<file path="config.mk">
export PLATFORM = sky130hd
export DESIGN_NAME = pse_port_mode_control
export DESIGN_NICKNAME = d
export VERILOG_FILES = /design/src/inc/pse_ctl_pkg.sv /design/src/hdl/pse_port_mode_control.sv /design/src/hdl/pse_port_timers.sv
export VERILOG_INCLUDE_DIRS = /design/src /design/src/inc
export SDC_FILE = /design/constraint.sdc
export NUM_CORES = 1
export LEC_CHECK = 0
export ABC_CLOCK_PERIOD_IN_PS = 11500
export BUFFER_PORTS_ARGS = -buffer_cell sky130_fd_sc_hd__clkbuf_2
export CORE_MARGIN = 2
export CORE_UTILIZATION = 45
export DETAILED_ROUTE_END_ITERATION = 10
export GPL_TIMING_DRIVEN = 0
export SLEW_MARGIN = 20
export SYNTH_ARGS = -nofsm -noshare
export SYNTH_HDL_FRONTEND = slang
export SYNTH_HIERARCHICAL = 1
export SYNTH_SLANG_ARGS = --single-unit
</file>
<file path="constraint.sdc">
create_clock -name i_mclk -period 11.5 [get_ports i_mclk]
set_input_delay 0.575 -clock i_mclk [delete_from_list [all_inputs] [get_ports i_mclk]]
set_output_delay 0.575 -clock i_mclk [all_outputs]
set_load 0.005 [all_outputs]
</file>
<file path="src/inc/pse_ctl_defines.svh">
// register offsets, reset values and timing constants of the port mode control block
`ifndef PSE_CTL_DEFINES_SVH
`define PSE_CTL_DEFINES_SVH
`define CMD_MODE 8'h12
`define CMD_DISC 8'h13
`define CMD_DCEN 8'h14
`define CMD_TIME 8'h16
`define CMD_MASK 8'h17
`define CMD_RSTRT 8'h18
`define CMD_PWR 8'h19
`define MODE_OFF 2'h0
`define MODE_MAN 2'h1
`define MODE_SEMI 2'h2
`define MODE_AUTO 2'h3
`define TIME_RST 8'h00
`define MASK_RST 8'hA0
`define IRQ_GATE_BIT 7
`define OSC_GATE_BIT 5
`define INRUSH_LSB 4
`define OC_LSB 2
`define DIS_LSB 0
`define WO_READ 8'h00
`define POR_WAIT 2'h3
`define MCLK_KHZ 100000
`define TICK_MS 1
`define T_30MS 10'h01E
`define T_60MS 10'h03C
`define T_120MS 10'h078
`define T_240MS 10'h0F0
`define T_90MS 10'h05A
`define T_180MS 10'h0B4
`define T_360MS 10'h168
`define T_720MS 10'h2D0
`define MPDO_MS 400
`define RECOVER_PCT 17
`define DEC_DIV_MAX 4'hF
`endif

</file>
<file path="src/inc/pse_ctl_pkg.sv">
// shared types of the port mode control block
package pse_ctl_pkg;
  typedef logic [7:0] byte_t;
  typedef logic [9:0] ms_t;
endpackage
</file>
<file path="src/hdl/pse_port_mode_control.sv">
// port mode, disconnect, detect/classify, timing, mask and power command registers
`timescale 1ns/100ps
`default_nettype none
`include "pse_ctl_defines.svh"
// Notes on behaviour
// (RULE_01) two-bit mode per port, port 4 on top
// (RULE_02) off mode unpowered; manual never acts alone
// (RULE_03) semi detects alone; auto also powers alone
// (RULE_04) modes, enables, ac bits load auto pin
// (RULE_05) high impedance runs timer; expiry powers off
// (RULE_06) low current runs timer; slow steady reset
// (RULE_07) classify enables high nibble, detect low
// (RULE_08) manual enable gives one cycle, self-clears
// (RULE_09) inrush time code in bits 5:4
// (RULE_10) overcurrent time code in bits 3:2
// (RULE_11) counter climbs after inrush; limit powers off
// (RULE_12) counter drains while off; blocks power-on
// (RULE_13) decrement at one sixteenth, floor zero
// (RULE_14) disconnect delay code in bits 1:0
// (RULE_15) one timing register for all ports, zero
// (RULE_16) gate bit blocks interrupt pin only
// (RULE_17) osc gate bit lets oscillator fault flag
// (RULE_18) restart ones trigger events; zeros ignored
// (RULE_19) restart register reads as zero
// (RULE_20) power command: off high, on low nibble
// (RULE_21) on bit powers port; both means off
// (RULE_22) command off clears port enables and flags
// (RULE_23) each register one byte by command code
module pse_port_mode_control
#(
  parameter int TICK_CYCLES = `MCLK_KHZ * `TICK_MS,
  parameter int MPDO_MS = `MPDO_MS
)
(
  // clock and reset
  input wire logic i_mclk,
  input wire logic i_arst_n,
  // command port from the serial bus engine
  input wire logic i_cmd_valid,
  input wire logic i_cmd_write,
  input wire pse_ctl_pkg::byte_t i_cmd_code,
  input wire pse_ctl_pkg::byte_t i_cmd_data,
  output pse_ctl_pkg::byte_t o_rd_data,
  output logic o_rd_valid,
  // pins and analog comparators
  input wire logic i_auto_pin,
  input wire logic [3:0] i_imp_high,
  input wire logic [3:0] i_cur_low,
  input wire logic [3:0] i_cur_over,
  input wire logic [3:0] i_foldback,
  input wire logic i_osc_invalid,
  // detect and classify engine
  input wire logic [3:0] i_detect_done,
  input wire logic [3:0] i_classify_done,
  input wire logic [3:0] i_class_ok,
  output logic [3:0] o_detect_req,
  output logic [3:0] o_classify_req,
  // port power and flags
  output logic [3:0] o_port_on,
  output logic [3:0] o_port_clear,
  output logic [3:0] o_disc_fault_set,
  output logic o_osc_fail_set,
  // interrupt pin
  input wire logic i_irq_pending,
  output logic o_irq_n
);
  localparam int REC_MS = (MPDO_MS * `RECOVER_PCT + 99) / 100;
  localparam pse_ctl_pkg::byte_t MASK_RESET = `MASK_RST;

  logic rst_s1;
  logic rst_n;
  logic [17:0] sync1;
  logic [17:0] sync2;
  logic auto_s;
  logic [3:0] imp_s;
  logic [3:0] low_s;
  logic [3:0] over_s;
  logic [3:0] fold_s;
  logic osc_s;
  logic [1:0] por_wait;
  logic por_load;
  logic [16:0] tick_cnt;
  logic tick;
  pse_ctl_pkg::byte_t port_operating_mode;
  pse_ctl_pkg::byte_t disconnect_enable;
  pse_ctl_pkg::byte_t detect_classify_enable;
  pse_ctl_pkg::byte_t fault_timing_config;
  logic irq_pin_gate;
  logic osc_fail_gate;
  logic [3:0] port_on;
  logic wr;
  logic rd;
  logic [3:0] off_mode;
  logic [3:0] man_mode;
  logic [3:0] auto_mode;
  logic [3:0] port_on_command;
  logic [3:0] port_off_command;
  logic [7:0] restart_bits;
  logic [3:0] disc_exp;
  logic [3:0] oc_exp;
  logic [3:0] oc_busy;
  logic [3:0] kill;
  logic [3:0] turn_on;
  logic [3:0] next_port_on;
  pse_ctl_pkg::byte_t next_dce;
  pse_ctl_pkg::ms_t inrush_ms;
  pse_ctl_pkg::ms_t oc_ms;
  pse_ctl_pkg::ms_t dis_ms;

  function automatic pse_ctl_pkg::ms_t fault_ms(input logic [1:0] code);
    case (code)
      2'h0: fault_ms = `T_60MS;
      2'h1: fault_ms = `T_30MS;
      2'h2: fault_ms = `T_120MS;
      default: fault_ms = `T_240MS;
    endcase
  endfunction

  function automatic pse_ctl_pkg::ms_t disc_ms(input logic [1:0] code);
    case (code)
      2'h0: disc_ms = `T_360MS;
      2'h1: disc_ms = `T_90MS;
      2'h2: disc_ms = `T_180MS;
      default: disc_ms = `T_720MS;
    endcase
  endfunction

  // reset release and pin synchronisers
  always_ff @(posedge i_mclk or negedge i_arst_n)
  begin
    if (!i_arst_n)
    begin
      rst_s1 <= 1'b0;
      rst_n <= 1'b0;
    end
    else
    begin
      rst_s1 <= 1'b1;
      rst_n <= rst_s1;
    end
  end

  always_ff @(posedge i_mclk or negedge rst_n)
  begin
    if (!rst_n)
    begin
      sync1 <= 18'h0_0000;
      sync2 <= 18'h0_0000;
    end
    else
    begin
      sync1 <= {i_auto_pin, i_osc_invalid, i_imp_high, i_cur_low, i_cur_over, i_foldback};
      sync2 <= sync1;
    end
  end

  assign {auto_s, osc_s, imp_s, low_s, over_s, fold_s} = sync2;

  // auto pin is caught once the synchroniser has settled
  always_ff @(posedge i_mclk or negedge rst_n)
  begin
    if (!rst_n)
      por_wait <= `POR_WAIT;
    else if (por_wait != 2'h0)
      por_wait <= por_wait - 2'h1;
  end

  assign por_load = por_wait == 2'h1;

  // millisecond time base
  always_ff @(posedge i_mclk or negedge rst_n)
  begin
    if (!rst_n)
      tick_cnt <= 17'h0_0000;
    else if (tick)
      tick_cnt <= 17'h0_0000;
    else
      tick_cnt <= tick_cnt + 17'h0_0001;
  end

  assign tick = tick_cnt == 17'(TICK_CYCLES - 1);

  // command decode
  assign wr = i_cmd_valid && i_cmd_write && por_wait == 2'h0; // RULE_23
  assign rd = i_cmd_valid && !i_cmd_write;
  assign port_on_command = (wr && i_cmd_code == `CMD_PWR) ? i_cmd_data[3:0] : 4'h0; // RULE_20
  assign port_off_command = (wr && i_cmd_code == `CMD_PWR) ? i_cmd_data[7:4] : 4'h0;
  assign restart_bits = (wr && i_cmd_code == `CMD_RSTRT) ? i_cmd_data : 8'h00; // RULE_18

  always_comb
  begin
    for (int i = 0; i < 4; i++)
    begin
      off_mode[i] = port_operating_mode[2*i +: 2] == `MODE_OFF; // RULE_01
      man_mode[i] = port_operating_mode[2*i +: 2] == `MODE_MAN;
      auto_mode[i] = port_operating_mode[2*i +: 2] == `MODE_AUTO;
    end
  end

  always_comb
  begin
    inrush_ms = fault_ms(fault_timing_config[`INRUSH_LSB +: 2]); // RULE_09
    oc_ms = fault_ms(fault_timing_config[`OC_LSB +: 2]); // RULE_10
    dis_ms = disc_ms(fault_timing_config[`DIS_LSB +: 2]); // RULE_14
  end

  // one timing set shared by all ports
  genvar g;
  generate
    for (g = 0; g < 4; g++)
    begin : port_tmr
      pse_port_timers u_tmr
      (
        .i_mclk(i_mclk),
        .i_rst_n(rst_n),
        .i_tick(tick),
        .i_powered(port_on[g]),
        .i_ac_en(disconnect_enable[4 + g]),
        .i_dc_en(disconnect_enable[g]),
        .i_imp_high(imp_s[g]),
        .i_cur_low(low_s[g]),
        .i_cur_over(over_s[g]),
        .i_foldback(fold_s[g]),
        .i_inrush_ms(inrush_ms), // RULE_15
        .i_oc_ms(oc_ms),
        .i_dis_ms(dis_ms),
        .i_rec_ms(10'(REC_MS)),
        .o_disc_expire(disc_exp[g]),
        .o_oc_expire(oc_exp[g]),
        .o_oc_busy(oc_busy[g])
      );
    end
  endgenerate

  // power control: off has priority over every way of turning on
  assign kill = port_off_command | off_mode | disc_exp | oc_exp; // RULE_21 RULE_02 RULE_11
  assign turn_on = (port_on_command | (auto_mode & i_class_ok)) // RULE_03
    & ~off_mode & ~oc_busy; // RULE_12
  assign next_port_on = (port_on | turn_on) & ~kill; // RULE_21

  always_ff @(posedge i_mclk or negedge rst_n)
  begin
    if (!rst_n)
      port_on <= 4'h0;
    else
      port_on <= next_port_on;
  end

  always_ff @(posedge i_mclk or negedge rst_n)
  begin
    if (!rst_n)
    begin
      o_port_clear <= 4'h0;
      o_disc_fault_set <= 4'h0;
    end
    else
    begin
      o_port_clear <= port_off_command; // RULE_22
      o_disc_fault_set <= disc_exp; // RULE_05 RULE_06
    end
  end

  // mode and disconnect enables
  always_ff @(posedge i_mclk or negedge rst_n)
  begin
    if (!rst_n)
    begin
      port_operating_mode <= 8'h00;
      disconnect_enable <= 8'h00;
    end
    else if (por_load)
    begin
      port_operating_mode <= {8{auto_s}}; // RULE_04
      disconnect_enable <= {{4{auto_s}}, 4'h0}; // RULE_04
    end
    else if (wr && i_cmd_code == `CMD_MODE)
      port_operating_mode <= i_cmd_data;
    else if (wr && i_cmd_code == `CMD_DISC)
      disconnect_enable <= i_cmd_data;
  end

  // detect/classify enables: restart sets win over completion clears
  always_comb
  begin
    next_dce = (wr && i_cmd_code == `CMD_DCEN) ? i_cmd_data : detect_classify_enable; // RULE_07
    next_dce = next_dce & ~({i_classify_done, i_detect_done} & {man_mode, man_mode}); // RULE_08
    next_dce = next_dce & ~{port_off_command, port_off_command}; // RULE_22
    next_dce = next_dce | restart_bits; // RULE_18
  end

  always_ff @(posedge i_mclk or negedge rst_n)
  begin
    if (!rst_n)
      detect_classify_enable <= 8'h00;
    else if (por_load)
      detect_classify_enable <= {8{auto_s}}; // RULE_04
    else
      detect_classify_enable <= next_dce;
  end

  // cycles only on unpowered ports outside off mode
  assign o_detect_req = detect_classify_enable[3:0] & ~off_mode & ~port_on; // RULE_02
  assign o_classify_req = detect_classify_enable[7:4] & ~off_mode & ~port_on;
  assign o_port_on = port_on;

  // timing and mask registers
  always_ff @(posedge i_mclk or negedge rst_n)
  begin
    if (!rst_n)
    begin
      fault_timing_config <= `TIME_RST; // RULE_15
      irq_pin_gate <= MASK_RESET[`IRQ_GATE_BIT];
      osc_fail_gate <= MASK_RESET[`OSC_GATE_BIT];
    end
    else if (wr && i_cmd_code == `CMD_TIME)
      fault_timing_config <= {2'h0, i_cmd_data[5:0]};
    else if (wr && i_cmd_code == `CMD_MASK)
    begin
      irq_pin_gate <= i_cmd_data[`IRQ_GATE_BIT];
      osc_fail_gate <= i_cmd_data[`OSC_GATE_BIT];
    end
  end

  always_ff @(posedge i_mclk or negedge rst_n)
  begin
    if (!rst_n)
    begin
      o_irq_n <= 1'b1;
      o_osc_fail_set <= 1'b0;
    end
    else
    begin
      o_irq_n <= !(i_irq_pending && irq_pin_gate); // RULE_16
      o_osc_fail_set <= osc_s && osc_fail_gate; // RULE_17
    end
  end

  // read back, one cycle after the request
  always_ff @(posedge i_mclk or negedge rst_n)
  begin
    if (!rst_n)
    begin
      o_rd_data <= 8'h00;
      o_rd_valid <= 1'b0;
    end
    else
    begin
      o_rd_valid <= rd;
      if (!rd)
        o_rd_data <= o_rd_data;
      else if (i_cmd_code == `CMD_MODE)
        o_rd_data <= port_operating_mode;
      else if (i_cmd_code == `CMD_DISC)
        o_rd_data <= disconnect_enable;
      else if (i_cmd_code == `CMD_DCEN)
        o_rd_data <= detect_classify_enable;
      else if (i_cmd_code == `CMD_TIME)
        o_rd_data <= fault_timing_config;
      else if (i_cmd_code == `CMD_MASK)
        o_rd_data <= {irq_pin_gate, 1'b0, osc_fail_gate, 5'h00};
      else
        o_rd_data <= `WO_READ; // RULE_19
    end
  end

  a_off_unpowered: assert property (@(posedge i_mclk) disable iff (!rst_n) // RULE_02
    1 |=> (port_on & $past(off_mode)) == 4'h0)
    else $error("port powered in off mode");
  a_restart_read: assert property (@(posedge i_mclk) disable iff (!rst_n) // RULE_19
    rd && i_cmd_code == `CMD_RSTRT |=> o_rd_valid && o_rd_data == 8'h00)
    else $error("restart register read not zero");
  a_both_off: assert property (@(posedge i_mclk) disable iff (!rst_n) // RULE_21
    wr && i_cmd_code == `CMD_PWR && i_cmd_data[4] |=> !port_on[0] && o_port_clear[0])
    else $error("port not off after off command");
  a_por_load: assert property (@(posedge i_mclk) disable iff (!rst_n) // RULE_04
    por_load |=> disconnect_enable[3:0] == 4'h0
      && port_operating_mode == {8{$past(auto_s)}}
      && fault_timing_config == 8'h00)
    else $error("power-on values wrong");
  a_irq_gate: assert property (@(posedge i_mclk) disable iff (!rst_n) // RULE_16
    !irq_pin_gate [*2] |=> o_irq_n)
    else $error("interrupt pin active while gated");
  a_osc_gate: assert property (@(posedge i_mclk) disable iff (!rst_n) // RULE_17
    osc_fail_gate && osc_s |=> o_osc_fail_set)
    else $error("oscillator fault not flagged");
  a_manual_done: assert property (@(posedge i_mclk) disable iff (!rst_n) // RULE_08
    man_mode[0] && i_detect_done[0] && !wr |=> !detect_classify_enable[0])
    else $error("manual detect enable not cleared");
  a_on_refused: assert property (@(posedge i_mclk) disable iff (!rst_n) // RULE_12
    oc_busy[0] && !port_on[0] |=> !port_on[0])
    else $error("port powered while overcurrent counter busy");
  a_restart_set: assert property (@(posedge i_mclk) disable iff (!rst_n) // RULE_18
    restart_bits != 8'h00 |=>
      (detect_classify_enable & $past(restart_bits)) == $past(restart_bits))
    else $error("restart did not set enable");
  c_auto_on: cover property (@(posedge i_mclk) disable iff (!rst_n)
    auto_mode[0] && i_class_ok[0] ##1 port_on[0]);
  c_disc_off: cover property (@(posedge i_mclk) disable iff (!rst_n)
    port_on[1] && disc_exp[1] ##1 !port_on[1]);
  c_oc_off: cover property (@(posedge i_mclk) disable iff (!rst_n)
    port_on[2] && oc_exp[2] ##1 !port_on[2]);
endmodule
`default_nettype wire

</file>
<file path="src/hdl/pse_port_timers.sv">
// per-port inrush window, overcurrent up/down counter and disconnect timer
`timescale 1ns/100ps
`default_nettype none
`include "pse_ctl_defines.svh"
module pse_port_timers
(
  // clock and reset
  input wire logic i_mclk,
  input wire logic i_rst_n,
  // millisecond tick and port state
  input wire logic i_tick,
  input wire logic i_powered,
  input wire logic i_ac_en,
  input wire logic i_dc_en,
  // synchronised sense levels
  input wire logic i_imp_high,
  input wire logic i_cur_low,
  input wire logic i_cur_over,
  input wire logic i_foldback,
  // selected times in ms
  input wire pse_ctl_pkg::ms_t i_inrush_ms,
  input wire pse_ctl_pkg::ms_t i_oc_ms,
  input wire pse_ctl_pkg::ms_t i_dis_ms,
  input wire pse_ctl_pkg::ms_t i_rec_ms,
  // results
  output logic o_disc_expire,
  output logic o_oc_expire,
  output logic o_oc_busy
);
  pse_ctl_pkg::ms_t inrush_cnt;
  pse_ctl_pkg::ms_t oc_cnt;
  pse_ctl_pkg::ms_t dis_cnt;
  pse_ctl_pkg::ms_t rec_cnt;
  logic [3:0] dec_div;
  logic inrush_done;
  logic oc_up;
  logic disc_cond;
  logic dis_clear;

  assign inrush_done = inrush_cnt >= i_inrush_ms;
  assign oc_up = i_powered && inrush_done && i_cur_over; // RULE_11
  assign disc_cond = (i_ac_en && i_imp_high) || (i_dc_en && i_cur_low);
  // ac clears on low impedance, dc only after a steady recovery
  assign dis_clear = (i_ac_en && !i_imp_high && !(i_dc_en && i_cur_low)) // RULE_05
    || (i_dc_en && rec_cnt >= i_rec_ms && !(i_ac_en && i_imp_high)); // RULE_06
  assign o_disc_expire = i_powered && (i_ac_en || i_dc_en) && dis_cnt >= i_dis_ms; // RULE_14
  assign o_oc_expire = i_powered && oc_cnt >= i_oc_ms; // RULE_11
  assign o_oc_busy = oc_cnt != 10'h000; // RULE_12

  always_ff @(posedge i_mclk or negedge i_rst_n)
  begin
    if (!i_rst_n)
      inrush_cnt <= 10'h000;
    else if (!i_powered)
      inrush_cnt <= 10'h000;
    else if (i_tick && !inrush_done)
      inrush_cnt <= inrush_cnt + 10'h001;
  end

  // counts down at a sixteenth of the up rate, also while off
  always_ff @(posedge i_mclk or negedge i_rst_n)
  begin
    if (!i_rst_n)
    begin
      oc_cnt <= 10'h000;
      dec_div <= 4'h0;
    end
    else if (i_tick)
    begin
      if (oc_up)
      begin
        dec_div <= 4'h0;
        if (oc_cnt < i_oc_ms)
          oc_cnt <= oc_cnt + 10'h001;
      end
      else if (!i_foldback && oc_cnt != 10'h000) // RULE_13
      begin
        dec_div <= dec_div + 4'h1;
        if (dec_div == `DEC_DIV_MAX)
          oc_cnt <= oc_cnt - 10'h001; // RULE_12
      end
    end
  end

  always_ff @(posedge i_mclk or negedge i_rst_n)
  begin
    if (!i_rst_n)
    begin
      dis_cnt <= 10'h000;
      rec_cnt <= 10'h000;
    end
    else
    begin
      if (!i_powered || i_cur_low)
        rec_cnt <= 10'h000;
      else if (i_tick && rec_cnt < i_rec_ms)
        rec_cnt <= rec_cnt + 10'h001;
      if (!i_powered || !(i_ac_en || i_dc_en) || dis_clear)
        dis_cnt <= 10'h000;
      else if (disc_cond && i_tick && dis_cnt < i_dis_ms)
        dis_cnt <= dis_cnt + 10'h001;
    end
  end

  a_oc_floor: assert property (@(posedge i_mclk) disable iff (!i_rst_n) // RULE_13
    oc_cnt == 10'h000 && !oc_up |=> oc_cnt == 10'h000)
    else $error("overcurrent counter left zero without overcurrent");
  a_ac_clear: assert property (@(posedge i_mclk) disable iff (!i_rst_n) // RULE_05
    i_powered && i_ac_en && !i_dc_en && !i_imp_high |=> dis_cnt == 10'h000)
    else $error("ac disconnect timer not cleared");
endmodule
`default_nettype wire

</file>
==> results of run 1 <==
## synthesized netlist by cell type, types with 39 or more instances
cell type | n | area, um^2
dfrtp_1 | 283 | 7082
inv_1 | 226 | 848.3
ha_1 | 211 | 2640
or3_1 | 39 | 244.0
nor2_1 | 153 | 574.3
nor3_1 | 49 | 245.2
nand3_1 | 57 | 285.3
a21o_1 | 42 | 315.3
xor2_1 | 47 | 411.6
nand4_1 | 53 | 331.6
nand2_1 | 121 | 454.2
a21oi_1 | 87 | 435.4
mux2i_1 | 39 | 390.4
xnor2_1 | 80 | 700.7
o21ai_0 | 82 | 410.4
## repair_timing
| action | 4_1_cts | 5_1_grt |
|---|---|---|
| endpoints found under the hold margin | 2 | 0 |
| buffers inserted | 0 | 0 |
| hold buffers | 1 | 0 |
| gates resized for setup | 0 | 0 |
## final cells by class
class	count	area [um^2]	area share, %
clock buffer	56	1047	4.819
sequential	288	7217	33.21
inverter	226	848.3	3.904
tap	539	674.4	3.103
multi-input combinational	1534	11060	50.90
timing repair buffer	88	565.5	2.602
antenna	2	5.005	0.02303
buffer	49	211.5	0.9730
clock inverter	9	102.6	0.4721
## state kept, by name (all words and copies together) (netlist names), 2 cells and up
signal,cells
port_tmr.u_tmr/oc_cnt,40
sync2,18
port_tmr.u_tmr/dis_cnt,40
o_rd_data,8
port_tmr.u_tmr/dec_div,16
port_tmr.u_tmr/inrush_cnt,40
o_disc_fault_set,4
port_operating_mode,8
disconnect_enable,8
port_tmr.u_tmr/rec_cnt,40
sync1,18
o_port_on,4
por_wait,2
tick_cnt,17
detect_classify_enable,8
o_port_clear,4
fault_timing_config,6
## per-layer routing
| metal | vias to the layer above | share of wire (%) |
|---|---|---|
| li1 | 7463 | - |
| met3 | 64 | 5.5 |
| met4 | 2 | 2.0 |
| met5 | - | 0.028 |
| met1 | 7300 | 46 |
| met2 | 245 | 47 |
## final timing paths
kind                                              from                      endpoint  slack (ns)  cells past startpoint
worst max-delay path            fault_timing_config[5]   port_tmr[2].u_tmr/oc_cnt[7]        7.21                     15
worst min-delay path                     i_osc_invalid                     sync1[16]        0.12                      1
worst max register to register  fault_timing_config[5]   port_tmr[2].u_tmr/oc_cnt[7]        7.21                     15
worst min register to register                   rst_n  port_tmr[3].u_tmr/rec_cnt[5]        0.32                      0
max in group asynchronous                        rst_n  port_tmr[2].u_tmr/rec_cnt[6]        9.70                      4
min in group asynchronous                        rst_n  port_tmr[3].u_tmr/rec_cnt[5]        0.32                      0
## cell families after synthesis
logic type               share of synthesized area, %
AO/OA/AOI/OAI                                   13.22
XOR/XNOR                                        5.842
adder cells (fa/ha/maj)                         14.29
buffers and inverters                           5.566
flip-flops                                      37.89
multiplexers                                    4.298
other                                         0.03945
AND/OR/NAND/NOR                                 18.86
## critical path: cells and delay by family (launching register included)
family | cells | cell delay [ns]
fa+ha+maj | 2 | 0.67
mux | 1 | 0.28
flops | 1 | 0.43
simple gates | 3 | 0.80
compound gates | 5 | 1.24
xor+xnor | 1 | 0.15
buf+inv | 3 | 0.59
## per-stage QoR
step / util (%) / instance area (um^2) / hold slack [ns] / setup TNS [ns]
detailed placement: 49.13 / 20560 / 0.3347 / 0
global route: 51.92 / 21730 / 0.08813 / 0
global placement: 48.73 / 20390 / 0.3348 / -236.04
finish: 51.93 / 21730 / 0.1156 / 0
CTS: 51.90 / 21720 / 0.08044 / 0
floorplan: - / 19320 / 0.2794 / 0
## power groups by stage
stage	clock (mW)	combinational, mW	sequential, mW
6_report	1.11	0.104	1.04
3_3_place_gp	0	0.0773	1.07
5_1_grt	1.20	0.120	1.04
4_1_cts	1.15	0.104	1.04
3_5_place_dp	0	0.104	1.05
2_1_floorplan	0	0.0510	1.06
==> impl_metrics.py, run 1 <==
metrics = {
    "die": {
        "io_pins": 82,
        "core_area_mm2": 0.04185,
        "rows": 75,
        "dieArea_mm2": 0.04397,
        "start_util_pct": 45.49,
        "die_h_um": 209.7,
        "die-width_um": 209.7,
    },
    "cts": {
        "cts_buffer_depth": 3,
        "clkLatencyLatePin_ns": 0.56,
        "cts.htree.levels": 2,
        "numCtsBuffers": 37,
        "cts_tree": "built",
        "cts.clk_slew.worst_paths_ns": 0.06,
        "cts_root_buf": "clkbuf_16",
        "clock_sinks": 288,
    },
    "grt": {
        "grt_pass1_vias": 15060,
        "antenna_found_initial": 5,
        "gr-max-usage-layer": "met2",
        "grt-ovfl-total": 0,
        "use_met3_pct": 4.923,
        "grt_pass1_wl_um": 76070,
        "grt_start_max_net_pins": 51,
        "use_met2_pct": 35.26,
        "grt.total_usage_pct": 21.32,
        "gr-usage-met1_pct": 28.10,
    },
    "logic_synthesis": {
        "synth-edff-count": 0,
        "ys_warn_count": 6,
        "synth_seq_area_share_pct": 37.89,
        "synth.distinct_cells": 75,
        "synth_ff_type": "dfrtp_1",
        "ys_seq_elements": 288,
        "syn_area_mm2": 0.01904,
        "synth-async-reset-ratio_pct": 100.0,
        "synthCells": 2022,
        "avgSynthCellArea_um2": 9.416,
    },
    "timing": {
        "fin_crit_sh_pct": 37.26,
        "setup-violations-final": 0,
        "hold_viol": 0,
        "skew_ns": 0.02760,
        "period_minus_slack_ns": 4.285,
        "slew_viol_final": 0,
        "clock.fmax_mhz": 233.4,
        "rsz0062_at_grt": "false",
        "tightest_slew_ns": 1.057,
        "layout_setup_ws_ns": 7.215,
        "relSlewSlack_pct": 28.99,
    },
    "cells_and_area": {
        "fill_cells": 3838,
        "fin_nets": 2490,
        "drive_gt1_share_pct": 9.200,
        "syn_to_final_growth_pct": 14.15,
        "layout_commonest_cell": "dfrtp_1",
        "stdcell_count": 2791,
        "layout_common_cells": "dfrtp_1 (282), inv_1 (226), ha_1 (211)",
    },
    "drt": {
        "drc_errors": 0,
        "antenna_left": 0,
        "wirelength_um": 45800,
        "initialDrtViolationCount": 678,
        "avgRoutedWirePerCell_um": 16.41,
        "vias": 15070,
        "first_pass_iters": 5,
        "vias_per_cell": 5.401,
    },
    "flow_run": {
        "drv_cap": 0,
    },
    "setup_path": {
        "worstSetupPathType": "flop to flop",
        "cp_data_required_time_ns": 11.93,
        "cp_slowest_cell": "or3_1",
        "crit_path_max_incr_delay_ns": 0.47,
        "path_cells": "nand2_1, inv_1, inv_1, ha_1, nand4_1, or3_1, a21oi_2, inv_1, ha_1, a211oi_1, o21ai_0, a21oi_1, o21ai_0, xor2_1, mux2_1",
        "endpoint_kind": "flop",
        "crit_fanout": 9,
        "startpoint_type": "flop",
        "cp_data_arrival_time_ns": 4.72,
        "critPathMostFrequentCell": "inv_1",
    },
    "power": {
        "p_leak_nw": 10.51,
        "intPower_mw": 1.717,
        "fin_total_pwr_mw": 2.253,
        "power.share.combinational_pct": 4.6,
        "p_switching_uw": 536.1,
        "p_per_area_mw_per_mm2": 103.7,
        "clkPwrFrac_pct": 49.4,
        "power_frac_seq_pct": 46.0,
        "switching_share_pct": 23.79,
        "irDropWorstVdd_v": 0.00007903,
    },
    "placed_design": {
        "dpl.hpwl_um": 34660,
        "dp_cells": 2723,
        "gp_congestion": 0.8418,
        "io_buffers": 80,
        "place_ws_ns": 7.201,
    },
    "outcome": {
        "status": "complete, no violations",
    },
    "min_path": {
        "hold_class": "input port to flop",
    },
}
(Power assumes the default switching activity.)
==> run 2, diff against run 1 <==
- ABC_CLOCK_PERIOD_IN_PS: 11500 -> 4200
- clock period: 11.5 -> 4.2 ns (I/O delays scaled with it)
==> impl_metrics.py, run 2 (synthesized netlist as in run 1, its figures left out) <==
metrics = {
    "timing": {
        "setup-violations-final": 0,
        "skew_ns": 0.02916,
        "tightest_slew_ns": 1.021,
        "slew_viol_final": 0,
        "hold_viol": 0,
        "hold_slack_ns": 0.03266,
        "relSlewSlack_pct": 31.41,
        "period_minus_slack_ns": 3.878,
        "rsz0062_at_grt": "false",
        "fin_crit_sh_pct": 92.34,
        "clock.fmax_mhz": 257.9,
    },
    "drt": {
        "met3_length_um": 1938,
        "vias_per_cell": 5.414,
        "drc_errors": 0,
        "vias": 15310,
        "wirelength_um": 46400,
        "avgRoutedWirePerCell_um": 16.41,
        "highest_layer": "met4",
        "drt-met1-wl_um": 21470,
        "first_pass_iters": 5,
        "antenna_left": 0,
        "met2_length_um": 21600,
        "initialDrtViolationCount": 727,
    },
    "grt": {
        "grt_start_max_net_pins": 54,
        "grt.total_usage_pct": 21.56,
        "grt_pass1_vias": 15230,
        "antenna_found_initial": 3,
        "grt-ovfl-total": 0,
        "grt_pass1_wl_um": 76900,
    },
    "cells_and_area": {
        "syn_to_final_growth_pct": 16.86,
        "layout_commonest_cell": "dfrtp_1",
        "fin_nets": 2528,
        "layout_common_cells": "dfrtp_1 (280), inv_1 (220), ha_1 (211)",
        "drive_gt1_share_pct": 10.45,
    },
    "setup_path": {
        "endpoint_kind": "flop",
        "worstSetupPathType": "flop to flop",
        "rr_worst_depth": 15,
        "cp_data_arrival_time_ns": 4.31,
        "crit_fanout": 6,
        "cp_data_required_time_ns": 4.63,
        "startpoint_type": "flop",
    },
    "placed_design": {
        "gp_congestion": 0.8640,
        "dpl.hpwl_um": 35030,
        "io_buffers": 80,
    },
    "die": {
        "start_util_pct": 45.49,
        "die-width_um": 209.7,
        "dieArea_mm2": 0.04397,
        "core_area_mm2": 0.04185,
        "io_pins": 82,
        "die_h_um": 209.7,
        "rows": 75,
    },
    "cts": {
        "cts.clk_slew.worst_paths_ns": 0.06,
        "clock_sinks": 288,
        "cts_root_buf": "clkbuf_16",
        "numCtsBuffers": 37,
        "cts_buffer_depth": 3,
        "cts.htree.levels": 2,
        "cts_tree": "built",
        "clkLatencyLatePin_ns": 0.56,
    },
    "min_path": {
        "hold_class": "input port to flop",
        "holdPathStages": 3,
    },
    "power": {
        "power.share.combinational_pct": 4.9,
        "p_switching_mw": 1.475,
        "intPower_mw": 4.840,
        "fin_total_pwr_mw": 6.315,
        "switching_share_pct": 23.36,
        "power_frac_seq_pct": 44.9,
        "clkPwrFrac_pct": 50.2,
        "p_leak_nw": 10.73,
        "p_per_area_mw_per_mm2": 283.9,
        "irDropWorstVdd_v": 0.0002668,
    },
    "outcome": {
        "status": "complete, no violations",
    },
    "flow_run": {
        "drv_cap": 0,
    },
}
[run 2: cell count changes in the layout (fill, tap and decap cells not counted), sizes merged]
cell         previous run  this run
clkinvlp                0         5
clkbuf                172       164
dlygate4sd3             1        29
buf                    20        30
inv                   228       224
clkinv                  6        10
bufinv                  1         3
diode                   2         1
[run 2: layout make-up]
| cell class | instances | area, um^2 |
|---|---|---|
| timing repair buffer | 126 | 935.9 |
| buffer | 49 | 211.5 |
| clock inverter | 16 | 175.2 |
| tap | 539 | 674.4 |
| fill | 3850 | 19610 |
| sequential | 288 | 7219 |
| multi-input combinational | 1534 | 11140 |
| antenna | 1 | 2.502 |
| clock buffer | 48 | 1028 |
| inverter | 226 | 859.6 |
[run 2: path summary, 6_finish.rpt]
kind | to | start | slack [ns]
max | port_tmr[2].u_tmr/oc_cnt[8] | fault_timing_config[5] | 0.32
max reg2reg | port_tmr[2].u_tmr/oc_cnt[8] | fault_timing_config[5] | 0.32
min reg2reg | port_tmr[3].u_tmr/dec_div[3] | rst_n | 0.31
min | o_port_on[0] | i_cmd_data[0] | 0.03
max in group asynchronous | tick_cnt[5] | rst_n | 2.69
min in group asynchronous | port_tmr[3].u_tmr/dec_div[3] | rst_n | 0.31
[run 2: metrics by stage]
stage | instances | cell area [um^2] | utilization (%) | TNS (ns) | setup slack [ns]
floorplan | 2097 | 19320 | - | 0 | 0.7364
global placement | 2716 | 20400 | 48.74 | -133.48 | -1.070
detailed placement | 2723 | 20580 | 49.16 | -0.4153 | -0.09839
CTS | 2816 | 22090 | 52.78 | 0 | 0.004776
global route | 2826 | 22250 | 53.15 | 0 | 0.01719
finish | 2827 | 22250 | 53.16 | 0 | 0.3219
[run 2: timing repair]
item	4_1_cts	5_1_grt
pin swaps	0	3
endpoints found under the setup margin	8	20
gates resized for setup	3	18
endpoints found under the hold margin	31	0
hold buffers	29	0
setup buffers	0	10
cloned	0	0
[run 2: power groups by stage]
stage / Clock (mW) / Sequential (mW) / Combinational (mW)
after floorplan: 0 / 2.91 / 0.140
after global placement: 0 / 2.93 / 0.213
after detailed placement: 0 / 2.89 / 0.289
after CTS: 3.27 / 2.84 / 0.311
after global routing: 3.37 / 2.84 / 0.358
final: 3.17 / 2.84 / 0.311
[run 2: routing by layer]
layer / global-route usage [%] / up-vias
met2: 35.79 / 304
met1: 28.77 / 7369
met5: 0 / -
met4: 7.801 / 0
met3: 3.038 / 80
li1: - / 7552
[run 2: critical path, stage by stage (launching register included)]
cell and delay (ns):
dfrtp_2 0.43, clkbuf_1 0.25, inv_1 0.08, ha_1 0.28, nand4_1 0.13, or3_1 0.49
a21oi_4 0.33, clkinvlp_4 0.21, ha_1 0.36, nor2b_1 0.15, o21ai_0 0.15, nand2_1 0.11
a31oi_1 0.23, a21oi_1 0.11, xor2_1 0.16, mux2_1 0.29
==> run 3, diff against run 2 <==
- CORE_UTILIZATION: 45 -> 50
- PLACE_DENSITY: unset -> 0.67
==> impl_metrics.py, run 3 (synthesized netlist as in run 1, its figures left out) <==
metrics = {
    "die": {
        "die-width_um": 199.1,
        "dieArea_mm2": 0.03965,
        "start_util_pct": 50.66,
        "io_pins": 82,
        "core_area_mm2": 0.03758,
        "die_h_um": 199.1,
        "rows": 71,
    },
    "drt": {
        "vias_per_cell": 5.509,
        "wirelength_um": 45560,
        "first_pass_iters": 5,
        "drc_errors": 0,
        "initialDrtViolationCount": 942,
        "antenna_left": 0,
        "vias": 15380,
        "avgRoutedWirePerCell_um": 16.32,
    },
    "setup_path": {
        "cp_data_arrival_time_ns": 4.43,
        "crit_path_max_incr_delay_ns": 0.46,
        "cp_slowest_cell": "dfrtp_2",
        "endpoint_kind": "flop",
        "cp_data_required_time_ns": 4.62,
        "crit_fanout": 6,
        "worstReg2RegStart": "fault_timing_config[5]",
        "startpoint_type": "flop",
        "worstSetupPathType": "flop to flop",
        "reg2reg_to": "port_tmr[2].u_tmr/oc_cnt[7]",
        "rr_worst_depth": 17,
        "r2r_setup_slack_ns": 0.19,
        "path_cells": "inv_1, nand2_2, inv_2, inv_1, ha_1, a211oi_1, or3_4, a21oi_4, clkinvlp_4, buf_4, ha_1, a211oi_2, o21ai_0, a21oi_2, o21ai_0, xor2_1, mux2_1",
    },
    "timing": {
        "tightest_slew_ns": 1.043,
        "setup-violations-final": 0,
        "layout_setup_ws_ns": 0.1946,
        "skew_ns": 0.02561,
        "hold_slack_ns": 0.04870,
        "clock.fmax_mhz": 249.7,
        "relSlewSlack_pct": 29.96,
        "slew_viol_final": 0,
        "period_minus_slack_ns": 4.005,
        "hold_viol": 0,
        "fin_crit_sh_pct": 95.37,
    },
    "cts": {
        "cts_root_buf": "clkbuf_16",
        "cts_tree": "built",
        "cts.clk_slew.worst_paths_ns": 0.06,
        "cts_buffer_depth": 3,
        "numCtsBuffers": 35,
        "clkLatencyLatePin_ns": 0.55,
        "clock_sinks": 288,
        "cts.htree.levels": 2,
    },
    "power": {
        "p_leak_nw": 10.66,
        "switching_share_pct": 23.65,
        "irDropWorstVdd_v": 0.0003408,
        "intPower_mw": 4.704,
        "power_frac_seq_pct": 46.0,
        "clkPwrFrac_pct": 49.0,
        "fin_total_pwr_mw": 6.161,
        "p_per_area_mw_per_mm2": 279.1,
        "p_switching_mw": 1.457,
        "power.share.combinational_pct": 5.0,
    },
    "cells_and_area": {
        "multi_input_area_mm2": 0.01115,
        "stdcell_count": 2792,
        "fin_nets": 2519,
        "syn_to_final_growth_pct": 15.96,
        "layout_common_cells": "dfrtp_1 (280), inv_1 (221), ha_1 (210)",
        "regArea_mm2": 0.007219,
        "fill_cells": 3294,
        "drive_gt1_share_pct": 10.26,
        "final_cell_area_mm2": 0.02208,
        "layout_commonest_cell": "dfrtp_1",
    },
    "grt": {
        "antenna_found_initial": 2,
        "grt_start_max_net_pins": 56,
        "grt-ovfl-total": 0,
        "grt_pass1_vias": 15310,
        "grt.total_usage_pct": 23.74,
        "grt_pass1_wl_um": 75730,
    },
    "placed_design": {
        "dpl.hpwl_um": 33760,
        "placed_cell_area_mm2": 0.02053,
        "dp_cells": 2694,
        "gp_congestion": 0.8970,
        "place_ws_ns": -0.09562,
        "io_buffers": 80,
    },
    "min_path": {
        "hold_class": "input port to flop",
        "holdPathStages": 3,
        "hp-start": "i_cmd_data[0]",
        "holdPathEnd": "o_port_on[0]",
    },
    "outcome": {
        "status": "complete, no violations",
    },
    "flow_run": {
        "drv_cap": 0,
    },
}
-- run 3: cell count changes in the layout (fill, tap and decap cells not counted), sizes merged --
cell,previous run,this run
clkinv,10,9
inv,224,229
dlygate4sd3,29,26
clkinvlp,5,1
clkbuf,164,165
buf,30,26
bufinv,3,2
-- run 3: how the worst max path moves through the flow --
stage | from | end | slack [ns] | cells after the start
2_1_floorplan | fault_timing_config[5] | port_tmr[1].u_tmr/oc_cnt[7] | 0.74 | 16
3_3_place_gp | tick_cnt[0] | port_tmr[1].u_tmr/dis_cnt[9] | -1.05 | 9
3_5_place_dp | fault_timing_config[5] | port_tmr[2].u_tmr/oc_cnt[7] | -0.1 | 16
4_1_cts | fault_timing_config[5] | port_tmr[1].u_tmr/oc_cnt[7] | 0.02 | 16
5_1_grt | fault_timing_config[5] | port_tmr[2].u_tmr/oc_cnt[8] | -0.09 | 18
6_report | fault_timing_config[5] | port_tmr[2].u_tmr/oc_cnt[7] | 0.19 | 17
-- run 3: per-stage QoR --
stage | utilization, % | setup TNS, ns
final | 58.75 | 0
after detailed placement | 54.63 | -0.2349
after CTS | 58.36 | 0
after floorplan | - | 0
after global routing | 58.75 | -0.2670
after global placement | 54.19 | -122.91
-- run 3: worst max-delay path, delay by kind of cell, from the launching register on --
kind,cells,cell delay [ns]
compound gates,6,1.14
simple gates,2,0.50
fa+ha+maj,2,0.57
buf+inv,5,0.76
mux,1,0.28
xor+xnor,1,0.17
flops,1,0.46
-- run 3: cell type report --
type | count | area share (%)
tap | 511 | 2.896
timing repair buffer | 119 | 3.944
multi-input combinational | 1534 | 50.50
inverter | 226 | 3.859
antenna | 1 | 0.01133
sequential | 288 | 32.70
clock buffer | 49 | 4.477
buffer | 49 | 0.9578
clock inverter | 15 | 0.6517
-- run 3: what timing repair did --
item / CTS / global route
setup buffers: 0 / 7
hold buffers: 26 / 0
setup endpoints to repair: 5 / 19
endpoints found under the hold margin: 29 / 0
pin swaps: 0 / 3
resized for setup: 2 / 20
-- run 3: power by group through the flow --
stage	clock network (mW)	logic (mW)	registers, mW
after floorplan	0	0.140	2.91
after global placement	0	0.210	2.93
after detailed placement	0	0.286	2.88
after CTS	3.10	0.307	2.83
after global routing	3.23	0.356	2.83
final	3.02	0.309	2.83
-- run 3: layer usage --
metal | GRT usage [%] | share of wire, % | wire length, um
met2 | 39.30 | 46 | 21070
met4 | 6.855 | 2.4 | 1097
met5 | 0 | 0 | 0
met3 | 4.388 | 5.2 | 2352
met1 | 31.76 | 46 | 21040
